## src/pac_pkg.sv

```systemverilog
// package: constants and carrier types for the paging address code converter
package pac_pkg;

  // widths
  localparam int DEC_W  = 33;                 // decimal address width
  localparam int WORD_W = 21;                 // over-the-air word width

  // short address arithmetic
  localparam logic [32:0] SHORT_OFS   = 33'h000008000; // 32,768 offset
  localparam logic [32:0] SHORT_MAX   = 33'h0001d8000; // 1,933,312
  localparam logic [32:0] SHORT_LIM   = 33'h0001effff; // 2,031,615
  localparam logic [32:0] ILL_HI      = 33'h000201000; // 2,101,248

  // long address arithmetic
  localparam logic [32:0] L12_BASE    = 33'h0001f9001; // 2,068,481
  localparam logic [32:0] L12_REBASE  = 33'h0001f9000; // 2,068,480
  localparam logic [32:0] L23_BASE    = 33'h0001f8fff; // 2,068,479
  localparam logic [20:0] ONES_21     = 21'h1fffff;    // 2,097,151
  localparam logic [20:0] L3_OFS      = 21'h1d8000;    // 1,933,312
  localparam logic [20:0] L23_W1_OFS  = 21'h1f7fff;    // 2,064,383
  localparam logic [20:0] L23_W2_OFS  = 21'h1c8000;    // 1,867,776

  // long range ends
  localparam logic [32:0] L12_END     = 33'h040201000; // 1,075,843,072
  localparam logic [32:0] L13_END     = 33'h080201000; // 2,149,584,896
  localparam logic [32:0] L14_END     = 33'h0c0201000; // 3,223,326,720
  localparam logic [32:0] L23_END     = 33'h100200ffe; // 4,297,068,542

  // ascii type letters
  localparam logic [7:0] CH_A = 8'h41;
  localparam logic [7:0] CH_E = 8'h45;
  localparam logic [7:0] CH_I = 8'h49;
  localparam logic [7:0] CH_L = 8'h4c;
  localparam logic [7:0] CH_U = 8'h55;
  localparam logic [7:0] CH_X = 8'h58;
  localparam logic [7:0] CH_Y = 8'h59;
  localparam logic [7:0] CH_Z = 8'h5a;

  // phase type of an address
  typedef enum logic [1:0] {
    PAC_SINGLE = 2'b00,
    PAC_ANY    = 2'b01,
    PAC_ALL    = 2'b10,
    PAC_BADT   = 2'b11
  } pac_ptype_t;

  // classification of a decimal value
  typedef enum logic [2:0] {
    PAC_CL_ILLEGAL = 3'b000,
    PAC_CL_SHORT   = 3'b001,
    PAC_CL_L12     = 3'b010,
    PAC_CL_L13     = 3'b011,
    PAC_CL_L14     = 3'b100,
    PAC_CL_L23     = 3'b101,
    PAC_CL_UNDEF   = 3'b110
  } pac_class_t;

  // conversion direction
  typedef enum logic [1:0] {
    PAC_OP_TO_WORDS = 2'b00,
    PAC_OP_SHORT_BK = 2'b01,
    PAC_OP_L12_BK   = 2'b10
  } pac_op_t;

  // decoded type letter
  typedef struct packed {
    pac_ptype_t  ptype;     // phase type
    logic [1:0]  sub;       // subtract value (standard) or fixed phase
    logic        standard;  // standard embedding rule applies
    logic        fixed_ph;  // nonstandard with fixed phase
    logic        bad;       // unrecognised letter
  } pac_type_t;

  // request
  typedef struct packed {
    pac_op_t     op;
    logic [7:0]  letter;
    logic [32:0] dec;
    logic [20:0] w1;
    logic [20:0] w2;
  } pac_req_t;

  // result
  typedef struct packed {
    pac_class_t  cls;
    pac_ptype_t  ptype;
    logic [1:0]  phase;
    logic [6:0]  frame;
    logic        two_words;
    logic [20:0] w1;
    logic [20:0] w2;
    logic [32:0] dec;
    logic        err;
  } pac_rsp_t;

endpackage

```

## src/pac_converter.sv

```systemverilog
// module: paging address code converter, decimal to words and back
//
// Function
// A-D single, E-H any, I-L all; subtract 0-3
// subtract letter value before frame/phase derivation
// U-X fix phase 0-3; Y any, Z all
// short: add 32768, emit one 21-bit word
// set 1-2 word1: (code-2068481) mod 32768 plus 1
// set 1-2 word2: ones complement of quotient
// sets 1-3/1-4 word2: quotient plus 1933312
// set 2-3 word1: (code-2068479) mod 32768 plus 2064383
// set 2-3 word2: quotient plus 1867776
// short word back: subtract 32768
// pair back: ~w2 times 32768 plus 2068480 plus w1
// zero illegal, short range, gap illegal
// long sets split at documented range ends
// assigner prefixes A/E/I then B/F/J
// error flag, no words on illegal input
module pac_converter
  import pac_pkg::*;
(
  // clock and reset
  input  wire logic                mclk,
  input  wire logic                sys_rst,
  // request
  input  wire logic                req_valid,
  input  pac_pkg::pac_req_t        req,
  // result
  output logic                     rsp_valid,
  output pac_pkg::pac_rsp_t        rsp
);
  import pac_pkg::*;

  pac_type_t   typ;      // decoded letter
  pac_class_t  cls;      // class of the decimal input
  logic [32:0] emb;      // address after subtract
  logic [32:0] d12;      // code less set 1-2 base
  logic [32:0] d23;      // code less set 2-3 base
  logic [20:0] q12;      // quotient for sets 1-x
  logic [20:0] q23;      // quotient for set 2-3
  logic [32:0] back_l12; // rebuilt decimal of a 1-2 pair
  logic [32:0] sh_w;     // short address plus offset
  logic [32:0] back_sh;  // rebuilt decimal of a short word
  pac_rsp_t    res;      // next result
  logic        rsp_valid_r;
  pac_rsp_t    rsp_r;

  // letter decoder
  pac_letter_dec u_dec (
    .letter (req.letter),
    .typ    (typ)
  );

  // range classification of the decimal value
  always_comb begin
    if (req.dec == 33'h000000000)
      cls = PAC_CL_ILLEGAL;
    else if (req.dec <= SHORT_MAX)
      cls = PAC_CL_SHORT;
    else if (req.dec < SHORT_LIM)
      cls = PAC_CL_UNDEF; // special single-word ranges not converted
    else if (req.dec <= ILL_HI)
      cls = PAC_CL_ILLEGAL;
    else if (req.dec <= L12_END)
      cls = PAC_CL_L12;
    else if (req.dec <= L13_END)
      cls = PAC_CL_L13;
    else if (req.dec <= L14_END)
      cls = PAC_CL_L14;
    else if (req.dec <= L23_END)
      cls = PAC_CL_L23;
    else
      cls = PAC_CL_UNDEF;
  end

  // arithmetic for all conversions
  always_comb begin
    emb      = req.dec - {31'h0, typ.sub};
    d12      = req.dec - L12_BASE;
    d23      = req.dec - L23_BASE;
    // quotient by 32768 needs 18 bits at the top of the long range
    q12      = {3'h0, d12[32:15]};
    q23      = {3'h0, d23[32:15]};
    sh_w     = req.dec + SHORT_OFS;
    back_sh  = {12'h000, req.w1} - SHORT_OFS;
    // only the low 18 bits of the complement fit the 33-bit result
    back_l12 = {(~req.w2[17:0]), 15'h0000} + L12_REBASE
               + {12'h000, req.w1};
  end

  // form the next result
  always_comb begin
    res          = '0;
    res.cls      = cls;
    res.ptype    = typ.ptype;
    res.dec      = req.dec;
    res.err      = 1'b0;
    unique case (req.op)
      PAC_OP_SHORT_BK: begin
        // single received word back to decimal
        res.dec = back_sh;
        res.cls = PAC_CL_SHORT;
        if (req.w1 <= SHORT_OFS[20:0] || req.w1 > 21'h1e0000)
          res.err = 1'b1;
      end
      PAC_OP_L12_BK: begin
        // received set 1-2 pair back to decimal
        res.dec = back_l12;
        res.cls = PAC_CL_L12;
        if (req.w1 == 21'h000000 || req.w1 > SHORT_OFS[20:0])
          res.err = 1'b1;
      end
      default: begin
        // decimal to over-the-air words
        if (typ.fixed_ph)
          res.phase = typ.sub;
        else if (typ.standard) begin
          res.phase = emb[3:2];
          res.frame = emb[10:4];
        end
        unique case (cls)
          PAC_CL_SHORT: begin
            res.w1 = sh_w[20:0];
          end
          PAC_CL_L12: begin
            res.w1 = 21'(d12[14:0]) + 21'h000001;
            res.w2 = ONES_21 - q12;
            res.two_words = 1'b1;
          end
          PAC_CL_L13, PAC_CL_L14: begin
            res.w1 = 21'(d12[14:0]) + 21'h000001;
            res.w2 = q12 + L3_OFS;
            res.two_words = 1'b1;
          end
          PAC_CL_L23: begin
            res.w1 = 21'(d23[14:0]) + L23_W1_OFS;
            res.w2 = q23 + L23_W2_OFS;
            res.two_words = 1'b1;
          end
          default: res.err = 1'b1;
        endcase
        if (typ.bad)
          res.err = 1'b1;
        if (res.err) begin
          // no valid words leave on error
          res.w1        = 21'h000000;
          res.w2        = 21'h000000;
          res.two_words = 1'b0;
        end
      end
    endcase
  end

  // registered result, one cycle after the request
  always_ff @(posedge mclk or posedge sys_rst) begin
    if (sys_rst) begin
      rsp_valid_r <= 1'b0;
      rsp_r       <= '0;
    end else begin
      rsp_valid_r <= req_valid;
      if (req_valid)
        rsp_r <= res;
    end
  end

  assign rsp_valid = rsp_valid_r;
  assign rsp       = rsp_r;

endmodule

```

## src/pac_letter_dec.sv

```systemverilog
// module: combinational decoder of the address type letter
module pac_letter_dec
  import pac_pkg::*;
(
  // letter in
  input  wire logic [7:0]        letter,
  // decoded type
  output pac_pkg::pac_type_t     typ
);

  logic [7:0] ofs; // letter distance from A (standard) or from U (fixed phase)

  // classify the letter into phase type and subtract or phase
  always_comb begin
    ofs = 8'h00;
    typ = '{ptype: PAC_BADT, sub: 2'b00, standard: 1'b0,
            fixed_ph: 1'b0, bad: 1'b1};
    if (letter >= CH_A && letter <= CH_L) begin
      // standard forms, four letters per set
      ofs          = letter - CH_A;
      typ.standard = 1'b1;
      typ.bad      = 1'b0;
      typ.sub      = ofs[1:0];
      unique case (ofs[3:2])
        2'b00:   typ.ptype = PAC_SINGLE;
        2'b01:   typ.ptype = PAC_ANY;
        default: typ.ptype = PAC_ALL;
      endcase
    end else if (letter >= CH_U && letter <= CH_X) begin
      // nonstandard single phase, phase fixed by letter
      ofs          = letter - CH_U;
      typ.ptype    = PAC_SINGLE;
      typ.sub      = ofs[1:0];
      typ.fixed_ph = 1'b1;
      typ.bad      = 1'b0;
    end else if (letter == CH_Y) begin
      // nonstandard any phase
      typ.ptype = PAC_ANY;
      typ.bad   = 1'b0;
    end else if (letter == CH_Z) begin
      // nonstandard all phase
      typ.ptype = PAC_ALL;
      typ.bad   = 1'b0;
    end
  end

endmodule

```

## config.mk

```make
export PLATFORM = sky130hd
export DESIGN_NAME = pac_converter
export DESIGN_NICKNAME = d
export VERILOG_FILES = /design/src/pac_pkg.sv /design/src/pac_converter.sv /design/src/pac_letter_dec.sv
export SDC_FILE = /design/constraint.sdc
export NUM_CORES = 1
export LEC_CHECK = 0
export BUFFER_PORTS_ARGS = -buffer_cell sky130_fd_sc_hd__clkbuf_2
export CAP_MARGIN = 40
export CORE_UTILIZATION = 55
export DETAILED_ROUTE_END_ITERATION = 10
export PLACE_DENSITY_LB_ADDON = 0.25
export RECOVER_POWER = 25
export SYNTH_ARGS = -nofsm -noshare
export SYNTH_HDL_FRONTEND = slang
export SYNTH_SLANG_ARGS = --single-unit
export TNS_END_PERCENT = 100
```

## constraint.sdc

```tcl
create_clock -name mclk -period 5.65 [get_ports mclk]
set_clock_uncertainty 0.2 [all_clocks]
set_input_delay 0.565 -clock mclk [delete_from_list [all_inputs] [get_ports mclk]]
set_output_delay 0.565 -clock mclk [all_outputs]
set_load 0.005 [all_outputs]
```

* Yosys cells after proc, flatten, opt, wreduce, memory -nomap -nowiden
Index checks and enable logic that the tools add are counted.
** Word-level totals
- Memory bits (writable) :: 0
- Memories kept :: 0
- Bits in registers :: 92
- Bits in latches :: 0
- Input bits :: 88
- Output and inout bits :: 92
- Bits in read-only memories :: 0
- Word-level logic and storage cells :: 98
** Operators by class
- Shift-type cells :: 0
- Add/sub/neg operators :: 14
- Eq/ne operators :: 10
- $lt $le $gt $ge :: 14
- Bitwise logic cells :: 1
- Multipliers :: 0
- Multiplexer cells :: 37
- Reduce and logical (&&, ||, !) cells :: 12
- Div/mod/pow operators :: 0
** Operators by type and width (number)
- $pmux W21 S3 :: 2
- $le A33 B32 Y1 const B :: 2
- $pmux W33 S2 :: 1
- $sub A33 B21 Y33 const B :: 2
- $mux W52 :: 1
- $mux W43 :: 1
- $add A19 B19 Y20 const B :: 2
- $add A33 B21 Y33 :: 1
- $add A33 B21 Y33 const B :: 1
- $le A33 B21 Y1 const B :: 1
- $le A33 B22 Y1 const B :: 1
- $le A33 B31 Y1 const B :: 1
- $le A33 B33 Y1 const B :: 1
- $logic_not A33 Y1 :: 1
- $lt A33 B21 Y1 const B :: 1
- $sub A21 B16 Y22 const B :: 1
- $add A21 B16 Y21 const B :: 1
- $gt A21 B16 Y1 const B :: 1
- $gt A21 B21 Y1 const B :: 1
- $le A21 B16 Y1 const B :: 1
- $logic_not A21 Y1 :: 1
- $sub A1 B19 Y20 const A :: 1
- $add A16 B17 Y18 const B :: 1
- $mux W3 :: 6
- other kinds (28) :: 55

* Depth between registers and ports, before layout
- Word-level depth :: 16
- Gate-level depth with buffers :: 14
- Gate-level depth less buffers :: 13

* By module
From an unflattened synthesis, not the netlist that was laid out.
** Second synthesis, totals
- Cell total of the unflattened synthesis :: 1031
- Area, all modules :: 8331.7 µm²
** Modules (own cells, without submodules)
- pac_converter :: times used 1, sequential area each 2277.2 µm², cells each 998, area an instance 8066.5 µm²
- pac_letter_dec :: times used 1, sequential area each 0.0 µm², cells each 33, area an instance 265.3 µm²

* Worst setup path after synthesis
Ideal clock, no wire load.
- Kind :: input -> register
- From :: input req[43] (netlist name)
- To :: register rsp_r (netlist bit rsp[48])
- Library setup time :: 129 ps
- Stages on the path :: 13
- Arrival :: 3540 ps
- Path slack :: 1782 ps
- Required time :: 5321 ps
- Buffers on the path :: 3
- Path through :: clkbuf_1 > inv_1 > ha_1 > or4b_4 > or3_1 > clkbuf_1 > or4_1 > a31oi_1 > a211oi_1 > buf_6 > o32ai_2 > a31oi_1 > a2111o_1
** Between the ends
- Cells in the longest elaborated chain, start to end :: 16
- Elaborated cells between the ends (all ways) :: 34
- Those cells by class :: add/sub (5); order compare (7); eq/ne (5); mux (14); reduce/logical (3)
** Ends and longest elaborated chain
- start, declared :: RTL line pac_converter.sv:27 : input pac_pkg::pac_req_t req,
- $le A33 B33 Y1 :: RTL line pac_converter.sv:70 : else if (req.dec <= L23_END)
- $mux W2 :: RTL line pac_converter.sv:70
- $mux W2 :: RTL line pac_converter.sv:68 : else if (req.dec <= L14_END)
- $mux W3 :: RTL line pac_converter.sv:66 : else if (req.dec <= L13_END)
- $mux W3 :: RTL line pac_converter.sv:64 : else if (req.dec <= L12_END)
- $mux W3 :: RTL line pac_converter.sv:62 : else if (req.dec <= ILL_HI)
- $mux W3 :: RTL line pac_converter.sv:60 : else if (req.dec < SHORT_LIM)
- $mux W3 :: RTL line pac_converter.sv:58 : else if (req.dec <= SHORT_MAX)
- $mux W3 :: RTL line pac_converter.sv:56 : if (req.dec == 33'h000000000)
- $eq A3 B3 Y1 (tied with other cells) :: RTL line pac_converter.sv:121 : unique case (cls)
- $reduce_or A5 Y1 (no line)
- $mux W1 :: RTL line pac_converter.sv:121
- $mux W1 :: RTL line pac_converter.sv:142 : if (typ.bad)
- $mux W1 :: RTL line pac_converter.sv:98 : unique case (req.op)
- $mux W43 * :: RTL line pac_converter.sv:144 : if (res.err) begin
- $mux W52 * :: RTL line pac_converter.sv:98
- end signal, assigned :: RTL line pac_converter.sv:162 : rsp_r <= res;
- end, declared :: RTL line pac_converter.sv:46 : pac_rsp_t rsp_r;
Every way passes the cells marked *; elsewhere a longest branch is shown, timed or not. The select of a mux whose other input is x is not followed.
A chain may end at the register's enable or synchronous reset.

* Final worst setup path
- From :: input req[43] (netlist name)
- To :: register rsp_r (netlist bit rsp[59])
The elaborated chain is that of the path after synthesis.

==> flow_summary.ini <==
[status]
violations = max-capacitance violations, max-slew violations
status = complete, but fails checks

[synthesis]
yosys_most_used_dff = dfrtp_1
ys_seq_elements = 91
synth.yosys.warnings = 0
syn_inst = 1031
synth.top_cell.area_share_pct = 28.1
ys_seq_area_share_pct = 28.1
synth_area_leaders = dfrtp_1 (28%), xnor2_1 (6.3%), ha_1 (5.3%), nor2_1 (4.7%), nand2_1 (3.9%)
syn_area_um2 = 8090
synth-async-reset-ratio_pct = 100
postSynthAreaPerCell_um2 = 7.85
synth_cell_type_count = 80
synth_nets = 1153
yosys.area.top_type = dfrtp_1
synth_edf_count = 0

[grt]
grt_pass1_vias = 7816
grt.total_usage_pct = 33.1
grt_pass1_wl_mm = 39.0
grt_overflow = 0
antenna_found_initial = 0
grt_max_degree = 52

[cts]
cts_hold_buf = 0
cts.sinks = 91
insertion_delay_ps = 350
clockBufferDepth = 2
cts_tree = done
path_clk_slew_ps = 70
cts_resized = 0
cts.htree.levels = 3
clockRootBuffer = clkbuf_16
post_cts_buffers = 0
cts_buffers = 9

[floorplanning]
chipHeight_um = 123
dieArea_um2 = 15200
ioPinCount = 180
die_w_um = 123
start_util_pct = 57.4
core_area_um2 = 14100
row_count = 43

[power_and_ir_drop]
power_density_nw_per_um2 = 192
combPwrFrac_pct = 27.1
clockPowerShare_pct = 32.4
swShare_pct = 33.1
p_sw_w = 0.000586
leakage_nw = 4.00
power_frac_seq_pct = 40.5
p_int_w = 0.00119
ir_drop_v = 0.000146

[worst_setup_path]
crit_top_cell = nand2_1
required_ps = 5700
slowest_stage = or4b_4
r2r_end = rsp[65]
reg2reg_slack_ps = 4210
r2r-start = rsp[65]
cp-start-kind = input port
path_max_fanout = 15
path_cells = clkbuf_2, inv_1, ha_1, or4b_4, or3_1, o31ai_1, nand2_1, a31o_2, o21ai_2, nand2_1, o32ai_1
cpPeakStageDelay_ps = 530
critPathKind = input port to flop
worstSetupEndpointType = flop
reg2reg_depth = 3
arrival_ps = 4430

[hold_path]
worstHoldPathCells = 1
hold_path.class = flop to flop
hold_end = rsp[52]
min_from = rsp[52]

[timing]
min_period_over_period_pct = 77.4
setup_viol = 0
rsz0062_at_grt = no
fin_setup_tns_ps = 0
worst_pin_slew_ps = 1820
finalHoldViolCount = 0
period_minus_slack_ps = 4370
relSlewSlack_pct = -22.3
report.final.slew_viol_count = 84
fmax_mhz = 229

[placement]
placed_cell_area_um2 = 8980
hpwlAfterDp_mm = 18.4
io_buffers = 176
place_congestion = 0.947

[routing]
wirelength_mm = 24.9
wl_met3_mm = 2.06
highest_layer = met4
avgRoutedWirePerCell_um = 18.6
wl_met1_mm = 10.2
remaining_drc_errors = 0
firstDrtPassIters = 5
viasPerCell = 6.42
drt_iter0_markers = 794
ant_nets = 0
wl_met2_mm = 11.8
vias = 8591

[run]
maxCapViolations = 2

[cells_and_area]
nets = 1275
layout_common_cells = clkbuf_2 (159), nor2_1 (102), dfrtp_1 (91)
final_common_cell = clkbuf_2
drive_above_1_share_pct = 18.2
post-route-util_pct = 65.5
nFillCells = 1322
final_area_um2 = 9230
antennaDiodeCount = 0
areaGrowthSynthToFinish_pct = 14.1
[worst max-delay path by stage]
stage / startpoint / cells after the start / to / slack, ps
floorplan: req[43] / 13 / rsp[48] / 1780
global placement: req[43] / 11 / rsp[59] / 1060
detailed placement: req[43] / 11 / rsp[59] / 1010
CTS: req[43] / 11 / rsp[58] / 1360
global route: req[43] / 11 / rsp[58] / 1060
finish: req[43] / 11 / rsp[59] / 1280
[metal layers]
layer | vias to the layer above | track usage, %
met3 | 57 | 5.44
met5 | - | 0
li1 | 4038 | -
met4 | 0 | 14.2
met1 | 4046 | 41.9
met2 | 450 | 55.7
[registers in the layout (all words and copies together) (netlist names)]
register and cells:
rsp 90, rsp_valid 1
[through the flow]
stage | total power, W | cells | hold WS [ps] | setup slack [ps]
3_5_place_dp | 0.00120 | 1322 | 268 | 1010
6_report | 0.00177 | 1338 | 275 | 1280
3_3_place_gp | 0.00119 | 1322 | 261 | 1060
2_1_floorplan | 0.00103 | 1031 | 274 | 1780
4_1_cts | 0.00178 | 1338 | 107 | 1360
5_1_grt | 0.00186 | 1338 | 302 | 1060
[cell type report]
cell class	count	area, um2	area share, %
Multi-Input combinational cell	808	5290	57.3
Timing Repair Buffer	190	961	10.4
Clock buffer	12	246	2.67
Clock inverter	4	26.3	0.285
Inverter	53	200	2.17
Tap cell	180	225	2.44
Sequential cell	91	2280	24.7
[synthesized netlist by cell type, drive strengths merged (9+ instances only)]
master and instances:
o221ai 12, nand3 33, o2bb2ai 24, a221oi 19, and3 11, nor4 17
a31oi 12, or2 10, dfrtp 91, a211oi 9, a21oi 58, ha 34
inv 50, buf 12, xnor2 58, a22o 12, nor2b 9, o21ai 61
nor3 38, clkbuf 67, a32oi 9, o31ai 12, or3 11, nand2 83
o21a 10, nor2 102, nand4 10, and2 12, xor2 23, o22ai 10
[critical path: cells and delay by family]
family	cells	cell delay (ps)
AOI/OAI and AO/OA	4	1580
adders and majority gates	1	270
buffers and inverters	2	330
and+or+nand+nor	4	1660
[power by group through the flow]
stage	combinational, W	sequential (W)	clock (W)
2_1_floorplan	0.000306	0.000727	0
4_1_cts	0.000477	0.000717	0.000590
5_1_grt	0.000531	0.000721	0.000611
3_5_place_dp	0.000475	0.000729	0
3_3_place_gp	0.000466	0.000728	0
6_report	0.000480	0.000718	0.000575
[cells by family (layout without fill, tap and decap cells)]
family                   count (synthesis)  count (layout)  share of synthesized area (%)
multiplexers                            16              16                           2.10
flip-flops                              91              91                           28.1
buffers and inverters                  132             259                           6.45
adder cells (fa/ha/maj)                 34              34                           5.26
AO/OA/AOI/OAI                          311             311                           27.1
AND/OR/NAND/NOR                        366             366                           22.2
XOR/XNOR                                81              81                           8.77
(Power assumes the default switching activity.)
